<file path="config.mk">
export PLATFORM = sky130hd
export DESIGN_NAME = anc_top
export DESIGN_NICKNAME = d
export VERILOG_FILES = /design/src/rtl/anc_pkg.sv /design/src/rtl/anc_cmd_if.sv /design/src/rtl/anc_exec.sv /design/src/rtl/anc_top.sv
export SDC_FILE = /design/constraint.sdc
export NUM_CORES = 2
export LEC_CHECK = 0
export BUFFER_PORTS_ARGS = -buffer_cell sky130_fd_sc_hd__buf_4
export CORE_MARGIN = 2
export CORE_UTILIZATION = 30
export DETAILED_ROUTE_END_ITERATION = 6
export GPL_ROUTABILITY_DRIVEN = 0
export GPL_TIMING_DRIVEN = 0
export PLACE_DENSITY = 0.44
export SYNTH_ARGS = -nofsm -noshare
export SYNTH_HDL_FRONTEND = slang
export SYNTH_SLANG_ARGS = --single-unit
</file>
<file path="constraint.sdc">
create_clock -name CLK_I -period 7.4 [get_ports CLK_I]
set_input_delay 1.48 -clock CLK_I [delete_from_list [all_inputs] [get_ports CLK_I]]
set_output_delay 1.48 -clock CLK_I [all_outputs]
set_load 0.05 [all_outputs]
</file>
<file path="src/rtl/anc_pkg.sv">
package anc_pkg;
    // ****************************************
    // register map (byte addresses)
    // ****************************************
    localparam int ADDR_W = 8;
    localparam logic [ADDR_W-1:0] OFS_CTRL = 8'h00;
    localparam logic [ADDR_W-1:0] OFS_REQ = 8'h04;
    localparam logic [ADDR_W-1:0] OFS_DATA0 = 8'h08;
    localparam logic [ADDR_W-1:0] OFS_DATA1 = 8'h0c;
    localparam logic [ADDR_W-1:0] OFS_DATA2 = 8'h10;
    localparam logic [ADDR_W-1:0] OFS_STAT = 8'h14;
    localparam logic [ADDR_W-1:0] OFS_IRQ_STAT = 8'h18;
    localparam logic [ADDR_W-1:0] OFS_IRQ_MASK = 8'h1c;
    localparam int CTRL_GO_BIT = 0;
    localparam int CTRL_WR_BIT = 1;
    localparam int REQ_SLOT_LSB = 0;
    localparam int REQ_SUB_LSB = 8;
    localparam int REQ_PARAM_LSB = 16;
    localparam int REQ_INDEX_LSB = 24;
    localparam int STAT_BUSY_BIT = 0;
    localparam int STAT_OK_BIT = 1;
    localparam int IRQ_DONE_BIT = 0;
    localparam int IRQ_NOK_BIT = 1;
    localparam logic [1:0] RESP_OKAY = 2'h0;
    localparam logic [1:0] RESP_SLVERR = 2'h2;
    localparam logic [31:0] REQ_RESET = 32'h0101_0100;

    // ****************************************
    // record request decoding
    // ****************************************
    localparam logic [7:0] SLOT_SEG1 = 8'h00;
    localparam logic [7:0] SLOT_SEG2 = 8'h64;
    localparam logic [7:0] SUBSLOT_ID = 8'h01;
    localparam logic [7:0] REQ_PARAM = 8'h01;
    localparam logic [7:0] IDX_NODE_PTR = 8'h44;
    localparam logic [7:0] IDX_SET_PCFG = 8'h08;
    localparam logic [7:0] IDX_GET_PCFG = 8'h09;
    localparam logic [7:0] IDX_GET_ACFG = 8'h0b;
    localparam logic [7:0] IDX_SET_LPS = 8'h0c;
    localparam logic [7:0] IDX_GET_LPS = 8'h0d;
    localparam logic [7:0] IDX_GET_LAS = 8'h0e;
    localparam logic [7:0] IDX_GET_LDS = 8'h0f;
    localparam logic [7:0] STS_OK = 8'h00;
    localparam logic [7:0] STS_NOK = 8'h01;
    localparam int PTR_BYTE = 2;
    localparam int CFG_WR_BYTE = 4;
    localparam int CFG_RD_BYTE = 2;
    localparam int LIST_BYTE = 2;
    localparam int STS_BYTE = 11;
    localparam logic [63:0] LIST_MASK = 64'hffff_fffe_ffff_fffe;

    typedef enum logic {ANC_IDLE, ANC_EXEC} anc_state_t;
endpackage : anc_pkg

</file>
<file path="src/rtl/anc_cmd_if.sv">
`timescale 1ns/1ns
`default_nettype none
interface anc_cmd_if;
    logic start;
    logic wr;
    logic [7:0] slot;
    logic [7:0] subslot;
    logic [7:0] param;
    logic [7:0] index;
    logic [95:0] wdata;
    logic [95:0] rdata;
    logic done;
    logic ok;
    logic master_ok;
    logic [127:0] act_list;
    logic [127:0] det_list;
    logic [15:0] act_cfg;
    logic [5:0] cfg_node;
    logic cfg_seg;
    modport host(output start, wr, slot, subslot, param, index, wdata, master_ok, act_list,
                 det_list, act_cfg, input rdata, done, ok, cfg_node, cfg_seg);
    modport exec(input start, wr, slot, subslot, param, index, wdata, master_ok, act_list,
                 det_list, act_cfg, output rdata, done, ok, cfg_node, cfg_seg);
endinterface : anc_cmd_if
`default_nettype wire

</file>
<file path="src/rtl/anc_exec.sv">
`timescale 1ns/1ns
`default_nettype none
module anc_exec (
    input wire logic clk_i,
    input wire logic arst_n_i,
    anc_cmd_if.exec cmd
);
    import anc_pkg::*;

    anc_state_t state_q;
    logic wr_q;
    logic [7:0] slot_q, sub_q, par_q, idx_q;
    logic [95:0] wdata_q;
    logic [5:0] ptr_q [2];
    logic [63:0] lps_q [2];
    logic [15:0] pcfg_q [128];
    logic [5:0] cfg_node_q;
    logic cfg_seg_q, done_q, ok_q;
    logic [95:0] rdata_q;
    logic seg, slot_ok, hdr_ok, is_list, exec_ok, start_seg;
    logic [63:0] list_sel;
    logic [95:0] resp;

    // ****************************************
    // request decode
    // ****************************************
    always_comb begin
        seg = (slot_q == SLOT_SEG2);
        slot_ok = (slot_q == SLOT_SEG1) || seg;
        hdr_ok = (sub_q == SUBSLOT_ID) && (par_q == REQ_PARAM);
        start_seg = (cmd.slot == SLOT_SEG2);
        is_list = !wr_q && (idx_q == IDX_GET_LPS || idx_q == IDX_GET_LAS ||
                            idx_q == IDX_GET_LDS);
        list_sel = lps_q[seg];
        if (idx_q == IDX_GET_LAS) begin
            list_sel = seg ? cmd.act_list[127:64] : cmd.act_list[63:0];
        end else if (idx_q == IDX_GET_LDS) begin
            list_sel = seg ? cmd.det_list[127:64] : cmd.det_list[63:0];
        end
        exec_ok = 1'b0;
        resp = '0;
        // anything not decoded below stays NOK with nothing stored
        if (slot_ok && hdr_ok) begin
            if (wr_q) begin
                if (idx_q == IDX_NODE_PTR) begin
                    exec_ok = 1'b1;
                end else if (idx_q == IDX_SET_PCFG || idx_q == IDX_SET_LPS) begin
                    exec_ok = cmd.master_ok;
                end
            end else if (idx_q == IDX_GET_PCFG) begin
                exec_ok = 1'b1;
                // stored word is write bytes 4 and 5 in order, so it lands as bytes 2 and 3
                resp[8*CFG_RD_BYTE +: 16] = pcfg_q[{seg, ptr_q[seg]}];
            end else if (idx_q == IDX_GET_ACFG) begin
                exec_ok = 1'b1;
                resp[8*CFG_RD_BYTE +: 16] = {cmd.act_cfg[7:0], cmd.act_cfg[15:8]};
            end else if (is_list) begin
                exec_ok = 1'b1;
                resp[8*LIST_BYTE +: 64] = list_sel & LIST_MASK;
            end
        end
        if (is_list) begin
            resp[8*STS_BYTE +: 8] = exec_ok ? STS_OK : STS_NOK;
        end
    end

    // ****************************************
    // sequencing
    // ****************************************
    always_ff @(posedge clk_i or negedge arst_n_i) begin
        if (!arst_n_i) begin
            state_q <= ANC_IDLE;
            done_q <= 1'b0;
            ok_q <= 1'b0;
            rdata_q <= '0;
        end else begin
            case (state_q)
                ANC_IDLE: begin
                    done_q <= 1'b0;
                    if (cmd.start) begin
                        state_q <= ANC_EXEC;
                    end
                end
                ANC_EXEC: begin
                    done_q <= 1'b1;
                    ok_q <= exec_ok;
                    rdata_q <= resp;
                    state_q <= ANC_IDLE;
                end
                default: state_q <= ANC_IDLE;
            endcase
        end
    end

    always_ff @(posedge clk_i or negedge arst_n_i) begin
        if (!arst_n_i) begin
            wr_q <= 1'b0;
            slot_q <= '0;
            sub_q <= '0;
            par_q <= '0;
            idx_q <= '0;
            wdata_q <= '0;
            cfg_node_q <= '0;
            cfg_seg_q <= 1'b0;
        end else if (state_q == ANC_IDLE && cmd.start) begin
            wr_q <= cmd.wr;
            slot_q <= cmd.slot;
            sub_q <= cmd.subslot;
            par_q <= cmd.param;
            idx_q <= cmd.index;
            wdata_q <= cmd.wdata;
            cfg_node_q <= ptr_q[start_seg];
            cfg_seg_q <= start_seg;
        end
    end

    // ****************************************
    // stored configuration
    // ****************************************
    // writes to 0x08 and 0x0C only land once the master side reports the operation took effect; a pointer write to 0x44 with a good slot and header always lands
    always_ff @(posedge clk_i or negedge arst_n_i) begin
        if (!arst_n_i) begin
            ptr_q <= '{default: '0};
            lps_q <= '{default: '0};
            pcfg_q <= '{default: '0};
        end else if (state_q == ANC_EXEC && wr_q && exec_ok) begin
            if (idx_q == IDX_NODE_PTR) begin
                ptr_q[seg] <= wdata_q[8*PTR_BYTE +: 6];
            end else if (idx_q == IDX_SET_PCFG) begin
                pcfg_q[{seg, ptr_q[seg]}] <= wdata_q[8*CFG_WR_BYTE +: 16];
            end else begin
                lps_q[seg] <= wdata_q[8*LIST_BYTE +: 64] & LIST_MASK;
            end
        end
    end

    assign cmd.done = done_q;
    assign cmd.ok = ok_q;
    assign cmd.rdata = rdata_q;
    assign cmd.cfg_node = cfg_node_q;
    assign cmd.cfg_seg = cfg_seg_q;

    chk_bad_req_nok: assert property (@(posedge clk_i) disable iff (!arst_n_i)
        state_q == ANC_IDLE && cmd.start && cmd.slot != SLOT_SEG1 && cmd.slot != SLOT_SEG2
        |=> ##1 done_q && !ok_q)
        else $error("bad slot not answered NOK");
    chk_write_status: assert property (@(posedge clk_i) disable iff (!arst_n_i)
        state_q == ANC_EXEC && wr_q && slot_ok && hdr_ok && idx_q == IDX_SET_LPS
        |=> ok_q == $past(cmd.master_ok))
        else $error("write status differs from master outcome");
    chk_ptr_select: assert property (@(posedge clk_i) disable iff (!arst_n_i)
        state_q == ANC_IDLE && cmd.start |=> cfg_node_q == $past(ptr_q[start_seg]))
        else $error("node pointer not applied");
    chk_list_status: assert property (@(posedge clk_i) disable iff (!arst_n_i)
        state_q == ANC_EXEC && is_list
        |=> rdata_q[8*STS_BYTE +: 8] == (ok_q ? STS_OK : STS_NOK))
        else $error("list status byte wrong");
    chk_acfg_layout: assert property (@(posedge clk_i) disable iff (!arst_n_i)
        state_q == ANC_EXEC && !wr_q && idx_q == IDX_GET_ACFG && slot_ok && hdr_ok
        |=> rdata_q[23:16] == $past(cmd.act_cfg[15:8]) && rdata_q[31:24] ==
            $past(cmd.act_cfg[7:0]) && rdata_q[15:0] == 16'h0000)
        else $error("actual configuration layout wrong");
    chk_lps_store: assert property (@(posedge clk_i) disable iff (!arst_n_i)
        state_q == ANC_EXEC && wr_q && idx_q == IDX_SET_LPS && exec_ok
        |=> lps_q[$past(seg)] == ($past(wdata_q[79:16]) & LIST_MASK))
        else $error("projected list not stored");
endmodule : anc_exec
`default_nettype wire

</file>
<file path="src/rtl/anc_top.sv">
// Implementation choices: the placing of the registers and the AXI4-Lite register port.
`timescale 1ns/1ns
`default_nettype none
// What this block does
// slot 0 selects the first segment and slot 100 the second.
// every request carries subslot 0x01 and request parameter 0x01.
// a write to record 0x44 sets the node pointer that later per-node commands use.
// record write 0x08 stores the pointed node's permanent configuration from bytes 4 and 5.
// record read 0x09 returns the stored configuration in bytes 2 and 3, bytes 0 and 1 zero.
// record read 0x0B returns the actual node configuration in bytes 2 and 3, high byte in byte 2, bytes 0 and 1 zero.
// record write 0x0C stores the projected list bitmap with bit 0 of bytes 2 and 6 unused.
// record read 0x0D returns the projected list with the status in byte 11.
// record read 0x0E returns the activated list with the status in byte 11.
// the detected list command returns the bitmap of available nodes.
// the detected list is served at read index 0x0F with the status in byte 11.
// a write's status to 0x08 or 0x0C equals the outcome reported by the master side; a write to 0x44 with a good slot and header is always OK.
// status is OK when the operation took effect and NOK otherwise.
// bad slot or unsupported index answers NOK and changes nothing stored.
module anc_top (
    input wire logic CLK_I,
    input wire logic ARST_N_I,
    input wire logic [anc_pkg::ADDR_W-1:0] S_AXI_AWADDR_I,
    input wire logic S_AXI_AWVALID_I,
    output logic S_AXI_AWREADY_O,
    input wire logic [31:0] S_AXI_WDATA_I,
    input wire logic [3:0] S_AXI_WSTRB_I,
    input wire logic S_AXI_WVALID_I,
    output logic S_AXI_WREADY_O,
    output logic [1:0] S_AXI_BRESP_O,
    output logic S_AXI_BVALID_O,
    input wire logic S_AXI_BREADY_I,
    input wire logic [anc_pkg::ADDR_W-1:0] S_AXI_ARADDR_I,
    input wire logic S_AXI_ARVALID_I,
    output logic S_AXI_ARREADY_O,
    output logic [31:0] S_AXI_RDATA_O,
    output logic [1:0] S_AXI_RRESP_O,
    output logic S_AXI_RVALID_O,
    input wire logic S_AXI_RREADY_I,
    input wire logic MASTER_OK_I,
    input wire logic [127:0] ACT_LIST_I,
    input wire logic [127:0] DET_LIST_I,
    input wire logic [15:0] ACT_CFG_I,
    output logic [5:0] CFG_NODE_O,
    output logic CFG_SEG_O,
    output logic IRQ_O
);
    import anc_pkg::*;

    anc_cmd_if cmd ();

    logic awready_q, wready_q, bvalid_q, arready_q, rvalid_q, irq_q;
    logic [1:0] bresp_q, rresp_q;
    logic [31:0] rdata_q;
    logic [ADDR_W-1:0] awaddr_q;
    logic [31:0] wdata_q;
    logic [3:0] wstrb_q;
    logic do_wr, wr_hit;
    logic [31:0] rd_val;
    logic rd_hit;
    logic start_q, wr_mode_q, busy_q, ok_q;
    logic [31:0] req_q;
    logic [95:0] wbuf_q, resp_q;
    logic [1:0] istat_q, imask_q, ievt, iclr;

    function automatic logic [31:0] merge(input logic [31:0] old, input logic [31:0] nw,
                                          input logic [3:0] strb);
        logic [31:0] r;
        r = old;
        for (int b = 0; b < 4; b++) begin
            if (strb[b]) begin
                r[8*b +: 8] = nw[8*b +: 8];
            end
        end
        return r;
    endfunction : merge

    // ****************************************
    // bus slave: address and data taken in either order
    // ****************************************
    assign do_wr = !awready_q && !wready_q && !bvalid_q;

    always_comb begin
        wr_hit = (awaddr_q == OFS_CTRL) || (awaddr_q == OFS_REQ) || (awaddr_q == OFS_DATA0) ||
                 (awaddr_q == OFS_DATA1) || (awaddr_q == OFS_DATA2) ||
                 (awaddr_q == OFS_IRQ_STAT) || (awaddr_q == OFS_IRQ_MASK);
    end

    always_ff @(posedge CLK_I or negedge ARST_N_I) begin
        if (!ARST_N_I) begin
            awready_q <= 1'b1;
            wready_q <= 1'b1;
            bvalid_q <= 1'b0;
            bresp_q <= RESP_OKAY;
            awaddr_q <= '0;
            wdata_q <= '0;
            wstrb_q <= '0;
        end else begin
            if (S_AXI_AWVALID_I && awready_q) begin
                awready_q <= 1'b0;
                awaddr_q <= {S_AXI_AWADDR_I[ADDR_W-1:2], 2'h0};
            end
            if (S_AXI_WVALID_I && wready_q) begin
                wready_q <= 1'b0;
                wdata_q <= S_AXI_WDATA_I;
                wstrb_q <= S_AXI_WSTRB_I;
            end
            if (do_wr) begin
                bvalid_q <= 1'b1;
                bresp_q <= wr_hit ? RESP_OKAY : RESP_SLVERR;
            end else if (bvalid_q && S_AXI_BREADY_I) begin
                bvalid_q <= 1'b0;
                awready_q <= 1'b1;
                wready_q <= 1'b1;
            end
        end
    end

    always_comb begin
        rd_hit = 1'b1;
        rd_val = '0;
        if (S_AXI_ARADDR_I[ADDR_W-1:2] == OFS_CTRL[ADDR_W-1:2]) begin
            rd_val[CTRL_WR_BIT] = wr_mode_q;
        end else if (S_AXI_ARADDR_I[ADDR_W-1:2] == OFS_REQ[ADDR_W-1:2]) begin
            rd_val = req_q;
        end else if (S_AXI_ARADDR_I[ADDR_W-1:2] == OFS_DATA0[ADDR_W-1:2]) begin
            rd_val = resp_q[31:0];
        end else if (S_AXI_ARADDR_I[ADDR_W-1:2] == OFS_DATA1[ADDR_W-1:2]) begin
            rd_val = resp_q[63:32];
        end else if (S_AXI_ARADDR_I[ADDR_W-1:2] == OFS_DATA2[ADDR_W-1:2]) begin
            rd_val = resp_q[95:64];
        end else if (S_AXI_ARADDR_I[ADDR_W-1:2] == OFS_STAT[ADDR_W-1:2]) begin
            rd_val[STAT_BUSY_BIT] = busy_q;
            rd_val[STAT_OK_BIT] = ok_q;
        end else if (S_AXI_ARADDR_I[ADDR_W-1:2] == OFS_IRQ_STAT[ADDR_W-1:2]) begin
            rd_val[1:0] = istat_q;
        end else if (S_AXI_ARADDR_I[ADDR_W-1:2] == OFS_IRQ_MASK[ADDR_W-1:2]) begin
            rd_val[1:0] = imask_q;
        end else begin
            rd_hit = 1'b0;
        end
    end

    always_ff @(posedge CLK_I or negedge ARST_N_I) begin
        if (!ARST_N_I) begin
            arready_q <= 1'b1;
            rvalid_q <= 1'b0;
            rdata_q <= '0;
            rresp_q <= RESP_OKAY;
        end else if (S_AXI_ARVALID_I && arready_q) begin
            arready_q <= 1'b0;
            rvalid_q <= 1'b1;
            rdata_q <= rd_val;
            rresp_q <= rd_hit ? RESP_OKAY : RESP_SLVERR;
        end else if (rvalid_q && S_AXI_RREADY_I) begin
            rvalid_q <= 1'b0;
            arready_q <= 1'b1;
        end
    end

    // ****************************************
    // request registers and command launch
    // ****************************************
    // a go while a command runs is dropped, so the request buffer is never torn
    always_ff @(posedge CLK_I or negedge ARST_N_I) begin
        if (!ARST_N_I) begin
            start_q <= 1'b0;
            wr_mode_q <= 1'b0;
            busy_q <= 1'b0;
            req_q <= REQ_RESET;
            wbuf_q <= '0;
        end else begin
            start_q <= 1'b0;
            if (cmd.done) begin
                busy_q <= 1'b0;
            end
            if (do_wr && awaddr_q == OFS_CTRL && wstrb_q[0] && !busy_q) begin
                wr_mode_q <= wdata_q[CTRL_WR_BIT];
                if (wdata_q[CTRL_GO_BIT]) begin
                    start_q <= 1'b1;
                    busy_q <= 1'b1;
                end
            end
            if (do_wr && awaddr_q == OFS_REQ) begin
                req_q <= merge(req_q, wdata_q, wstrb_q);
            end
            if (do_wr && awaddr_q == OFS_DATA0) begin
                wbuf_q[31:0] <= merge(wbuf_q[31:0], wdata_q, wstrb_q);
            end
            if (do_wr && awaddr_q == OFS_DATA1) begin
                wbuf_q[63:32] <= merge(wbuf_q[63:32], wdata_q, wstrb_q);
            end
            if (do_wr && awaddr_q == OFS_DATA2) begin
                wbuf_q[95:64] <= merge(wbuf_q[95:64], wdata_q, wstrb_q);
            end
        end
    end

    always_ff @(posedge CLK_I or negedge ARST_N_I) begin
        if (!ARST_N_I) begin
            resp_q <= '0;
            ok_q <= 1'b0;
        end else if (cmd.done) begin
            resp_q <= cmd.rdata;
            ok_q <= cmd.ok;
        end
    end

    assign cmd.start = start_q;
    assign cmd.wr = wr_mode_q;
    assign cmd.slot = req_q[REQ_SLOT_LSB +: 8];
    assign cmd.subslot = req_q[REQ_SUB_LSB +: 8];
    assign cmd.param = req_q[REQ_PARAM_LSB +: 8];
    assign cmd.index = req_q[REQ_INDEX_LSB +: 8];
    assign cmd.wdata = wbuf_q;
    assign cmd.master_ok = MASTER_OK_I;
    assign cmd.act_list = ACT_LIST_I;
    assign cmd.det_list = DET_LIST_I;
    assign cmd.act_cfg = ACT_CFG_I;

    anc_exec u_exec (
        .clk_i(CLK_I),
        .arst_n_i(ARST_N_I),
        .cmd(cmd)
    );

    // ****************************************
    // interrupts
    // ****************************************
    // a new event in the clearing cycle keeps its bit set
    always_comb begin
        ievt = '0;
        ievt[IRQ_DONE_BIT] = cmd.done;
        ievt[IRQ_NOK_BIT] = cmd.done && !cmd.ok;
        iclr = '0;
        if (do_wr && awaddr_q == OFS_IRQ_STAT && wstrb_q[0]) begin
            iclr = wdata_q[1:0];
        end
    end

    always_ff @(posedge CLK_I or negedge ARST_N_I) begin
        if (!ARST_N_I) begin
            istat_q <= '0;
            imask_q <= '0;
            irq_q <= 1'b0;
        end else begin
            istat_q <= (istat_q & ~iclr) | ievt;
            if (do_wr && awaddr_q == OFS_IRQ_MASK && wstrb_q[0]) begin
                imask_q <= wdata_q[1:0];
            end
            irq_q <= |(istat_q & imask_q);
        end
    end

    assign S_AXI_AWREADY_O = awready_q;
    assign S_AXI_WREADY_O = wready_q;
    assign S_AXI_BVALID_O = bvalid_q;
    assign S_AXI_BRESP_O = bresp_q;
    assign S_AXI_ARREADY_O = arready_q;
    assign S_AXI_RVALID_O = rvalid_q;
    assign S_AXI_RDATA_O = rdata_q;
    assign S_AXI_RRESP_O = rresp_q;
    assign CFG_NODE_O = cmd.cfg_node;
    assign CFG_SEG_O = cmd.cfg_seg;
    assign IRQ_O = irq_q;

    chk_go_done: assert property (@(posedge CLK_I) disable iff (!ARST_N_I)
        start_q |-> ##2 cmd.done ##1 (ok_q == $past(cmd.ok) && !busy_q))
        else $error("command did not complete in two cycles");
    chk_nok_irq: assert property (@(posedge CLK_I) disable iff (!ARST_N_I)
        cmd.done && !cmd.ok |=> istat_q[IRQ_NOK_BIT] && istat_q[IRQ_DONE_BIT])
        else $error("nok event not flagged");
    chk_resp_capture: assert property (@(posedge CLK_I) disable iff (!ARST_N_I)
        cmd.done |=> resp_q == $past(cmd.rdata) && resp_q[15:0] == 16'h0000)
        else $error("response not captured");
endmodule : anc_top
`default_nettype wire

</file>
==> summary.txt <==
CTS Buffer Depth - 4
Simple-Gate Fraction of Synth Area - 0.06748
EDFF count, synth - 0
DPL Wire Length - 470.4 mm
grt peak-use layer - met2
crit-path leading delay family - buffers and inverters
Post-layout nets - 10390
worst-path fanout max - 11
setup slack, reg-to-reg - -0.43 ns
num rows - 227
Post-Syn Area - 0.1152 sq mm
failing checks - design-rule violations, max-capacitance violations, max-slew violations, negative setup slack
register area - 0.06515 sq mm
final period demand of the worst path - 7.832 ns
Tcrit/Tclk final - 1.058
multiplexer area fraction after synthesis - 0.2524
met1 Use GR - 0.4124
CTS Root Cell - clkbuf_16
Main synth FF type - dfrtp_1
Max Clk Rate - 0.1277 GHz
die area - 0.3891 sq mm
post-route insts no fill - 15440
YS warnings - 0
fraction of layout cells with a size suffix above 1 - 0.3629
TritonCTS clock tree - yes
chip width - 623.8 microns
post-cts hold buffer count - 0
Layout area overhead - 19.03%
outcome - finished with violations
post-synthesis xor/xnor area fraction - 0
worst slack at placement - 0.3965 ns
Final setup violation count - 6
Ports - 381
setup TNS - -1.086 ns
Worst slew margin - -0.1252
setup bufs post-CTS - 0
clock skew - 0.08565 ns
CP Buf/Inv Count - 5
slowest CP cell - buf_2
Inst Count DP - 14790
worst slew pin tran - 1.688 ns
Die Height - 623.8 microns
Num CTS Buffers - 299
Critical Path Most Common Cell - buf_2
vias in the first global route - 90060
ys async rst share - 1.000
Syn Inst Count - 9274
met3 usage - 0.1270
H-tree depth - 5
sequential share of the synthesized area - 0.5653
WS Path Type - flip-flop to flip-flop
largest family of logic cells by synthesized area - multiplexers
CTS Sinks - 2603
vias per inst - 6.088
global router's overall resource usage - 0.3318
routing usage on met2 - 0.4646
post-cts sizing count - 0
Detailed Routing Iterations Pass 1 - 7
Max Cap Viol - 17
via count - 94020
first-pass GRT wire length - 862.1 mm
post-DR wirelength/cell - 42.92 microns
P_leak - 66.62 nW
Initial Util - 0.3014
library cells used by synthesis - 73
critical path launch point type - flip-flop
DR iter-0 viols - 13640
Max IR drop VDD - 0.1940 mV
Critical Path AT - 8.67 ns
Synth Area in Compound Gates - 0.08495
GR Overflow Total - 0
PwrDens - 234.6 mW/mm^2
Synth area leader - dfrtp_1
Worst-path clk slew - 0.06 ns
largest net degree at the start of global routing - 176
Yosys reg bits - 2603
Fill cells - 37360
Synth top area share - 0.5640
Synth area leaders - dfrtp_1 56%, mux2_2 22%, o22ai_1 3.8%
antenna viol nets, final - 0
Synth Area in Adders - 0
core area - 0.3823 sq mm
synthesized area per cell - 12.43 sq um
routed wire length - 662.9 mm
initial antenna violation count - 152
Remaining DRCs - 6
Hold Path Class - flip-flop to flip-flop
Max Slew Vio Count - 149
Port Buffers - 365
Worst setup EP type - flip-flop
Final Power - 0.03218 W
max incr delay on CP - 0.92 ns
final worst slack - -0.4320 ns
Clk Latency, worst-skew pair - 0.98 ns
CP Data Required Time - 8.24 ns
RSZ-0062 raised after global routing - no
area of the multi-input gates - 0.04697 sq mm
final hold vios - 0
CP Cell Sequence - buf_2, nor4b_4, a21o_1, and2_1, buf_2, buf_2, buf_2, buf_2, o22ai_1, nor2_1, a21oi_1, nor3_1, nand2_1, a41oi_1
==> logic make-up (layout without fill, tap and decap cells) <==
group | after synthesis | in the layout
AO/OA/AOI/OAI | 1560 | 1560
multiplexers | 2597 | 2597
AND/OR/NAND/NOR | 1696 | 1696
flip-flops | 2603 | 2603
other | 1 | 113
buffers and inverters | 817 | 1836
==> cells in the final DEF (no fill, tap or decap), types with 51 or more instances in the layout <==
cell type	count
a21oi_1	361
nand3_1	162
dfrtp_1	2597
o21ai_0	142
mux2_1	244
clkbuf_2	105
diode_2	111
o22ai_1	702
mux2i_1	139
clkinv_2	51
nor2_1	197
nor3_1	80
clkbuf_1	449
nor4_1	68
clkbuf_16	309
mux2_2	2213
nand2_1	872
clkbuf_8	64
buf_2	269
buf_4	402
nand2_2	80
==> power by group <==
group          internal (W)  leakage (nW)  total, W  switching, W
Clock               0.00873          4.81    0.0152       0.00650
Sequential           0.0148          36.1    0.0155      0.000707
Combinational      0.000633          25.7   0.00147      0.000834
==> cells in the mapped netlist (all sizes together), types with 6 or more instances <==
cell        n
a21o        8
a222oi     14
nand2b     12
a21oi     362
o22ai     702
inv         9
clkbuf    480
dfstp       6
nor3b       6
nand3     162
a31oi      45
nand3b      6
o221ai     27
a41oi       7
a2111oi    14
nand4      15
and2       16
mux2i     139
a311oi      8
o41ai       8
dfrtp    2597
o21ai     149
a32oi      34
o2bb2ai    48
nor3       95
nand2     952
a22oi      46
nor2      228
o31ai      21
buf       328
and3       20
a211oi     23
mux2     2457
o22a       20
or4        43
nor4       93
or3         8
nor2b      25
==> path summary, 6_finish.rpt <==
kind / start / to / depth (start not counted)
worst max register to register: u_exec.slot_q[1] / u_exec.cmd.rdata[26] / 14
max in group asynchronous: ARST_N_I / u_exec.pcfg_q[1148] / 5
worst min-delay path: cmd.wdata[37] / u_exec.wdata_q[37] / 2
worst min register to register: cmd.wdata[37] / u_exec.wdata_q[37] / 2
min in group asynchronous: ARST_N_I / u_exec.pcfg_q[1950] / 1
worst max-delay path: u_exec.slot_q[1] / u_exec.cmd.rdata[26] / 14
==> through the flow <==
| stage | util | instance area (sq um) | hold WS (ns) |
|---|---|---|---|
| after global placement | 0.3251 | 124300 | 0.4556 |
| after floorplan | - | 115200 | 0.4083 |
| after CTS | 0.3578 | 136800 | 0.4359 |
| after global routing | 0.3582 | 136900 | 0.4676 |
| final | 0.3588 | 137200 | 0.4321 |
| after detailed placement | 0.3323 | 127000 | 0.4563 |
==> worst register-to-register path: cells and delay by family, from the launching register on <==
family,cells,cell delay (ns)
flip-flops,1,0.35
AND/OR/NAND/NOR,5,2.44
buffers and inverters,5,3.36
AO/OA/AOI/OAI,4,1.61
==> layer usage <==
metal,part of all wire,wire length [microns]
met5,0.00062,413
met2,0.41,272200
met1,0.38,253000
met4,0.086,57150
met3,0.12,80100
==> state kept, by name, indices dropped and copies added (netlist names), 4 cells and up <==
signal / count
u_exec.pcfg_q: 2048
u_exec.sub_q: 8
req_q: 32
cmd.wdata: 63
S_AXI_RDATA_O: 32
u_exec.slot_q: 8
u_exec.ptr_q: 12
u_exec.cmd.cfg_node: 6
u_exec.idx_q: 8
u_exec.lps_q: 124
wstrb_q: 4
u_exec.wdata_q: 63
u_exec.cmd.rdata: 64
wdata_q: 32
resp_q: 64
u_exec.par_q: 8
awaddr_q: 6
==> cell type report <==
class / instances / area share
tap: 5038 / 0.04596
sequential: 2603 / 0.4750
clock buffer: 447 / 0.06483
buffer: 808 / 0.02615
clock inverter: 87 / 0.006276
multi-input combinational: 5855 / 0.3424
timing repair buffer: 485 / 0.03711
inverter: 9 / 0.0002463
antenna: 111 / 0.002025
Note: power is estimated with default switching activity, not from simulation.
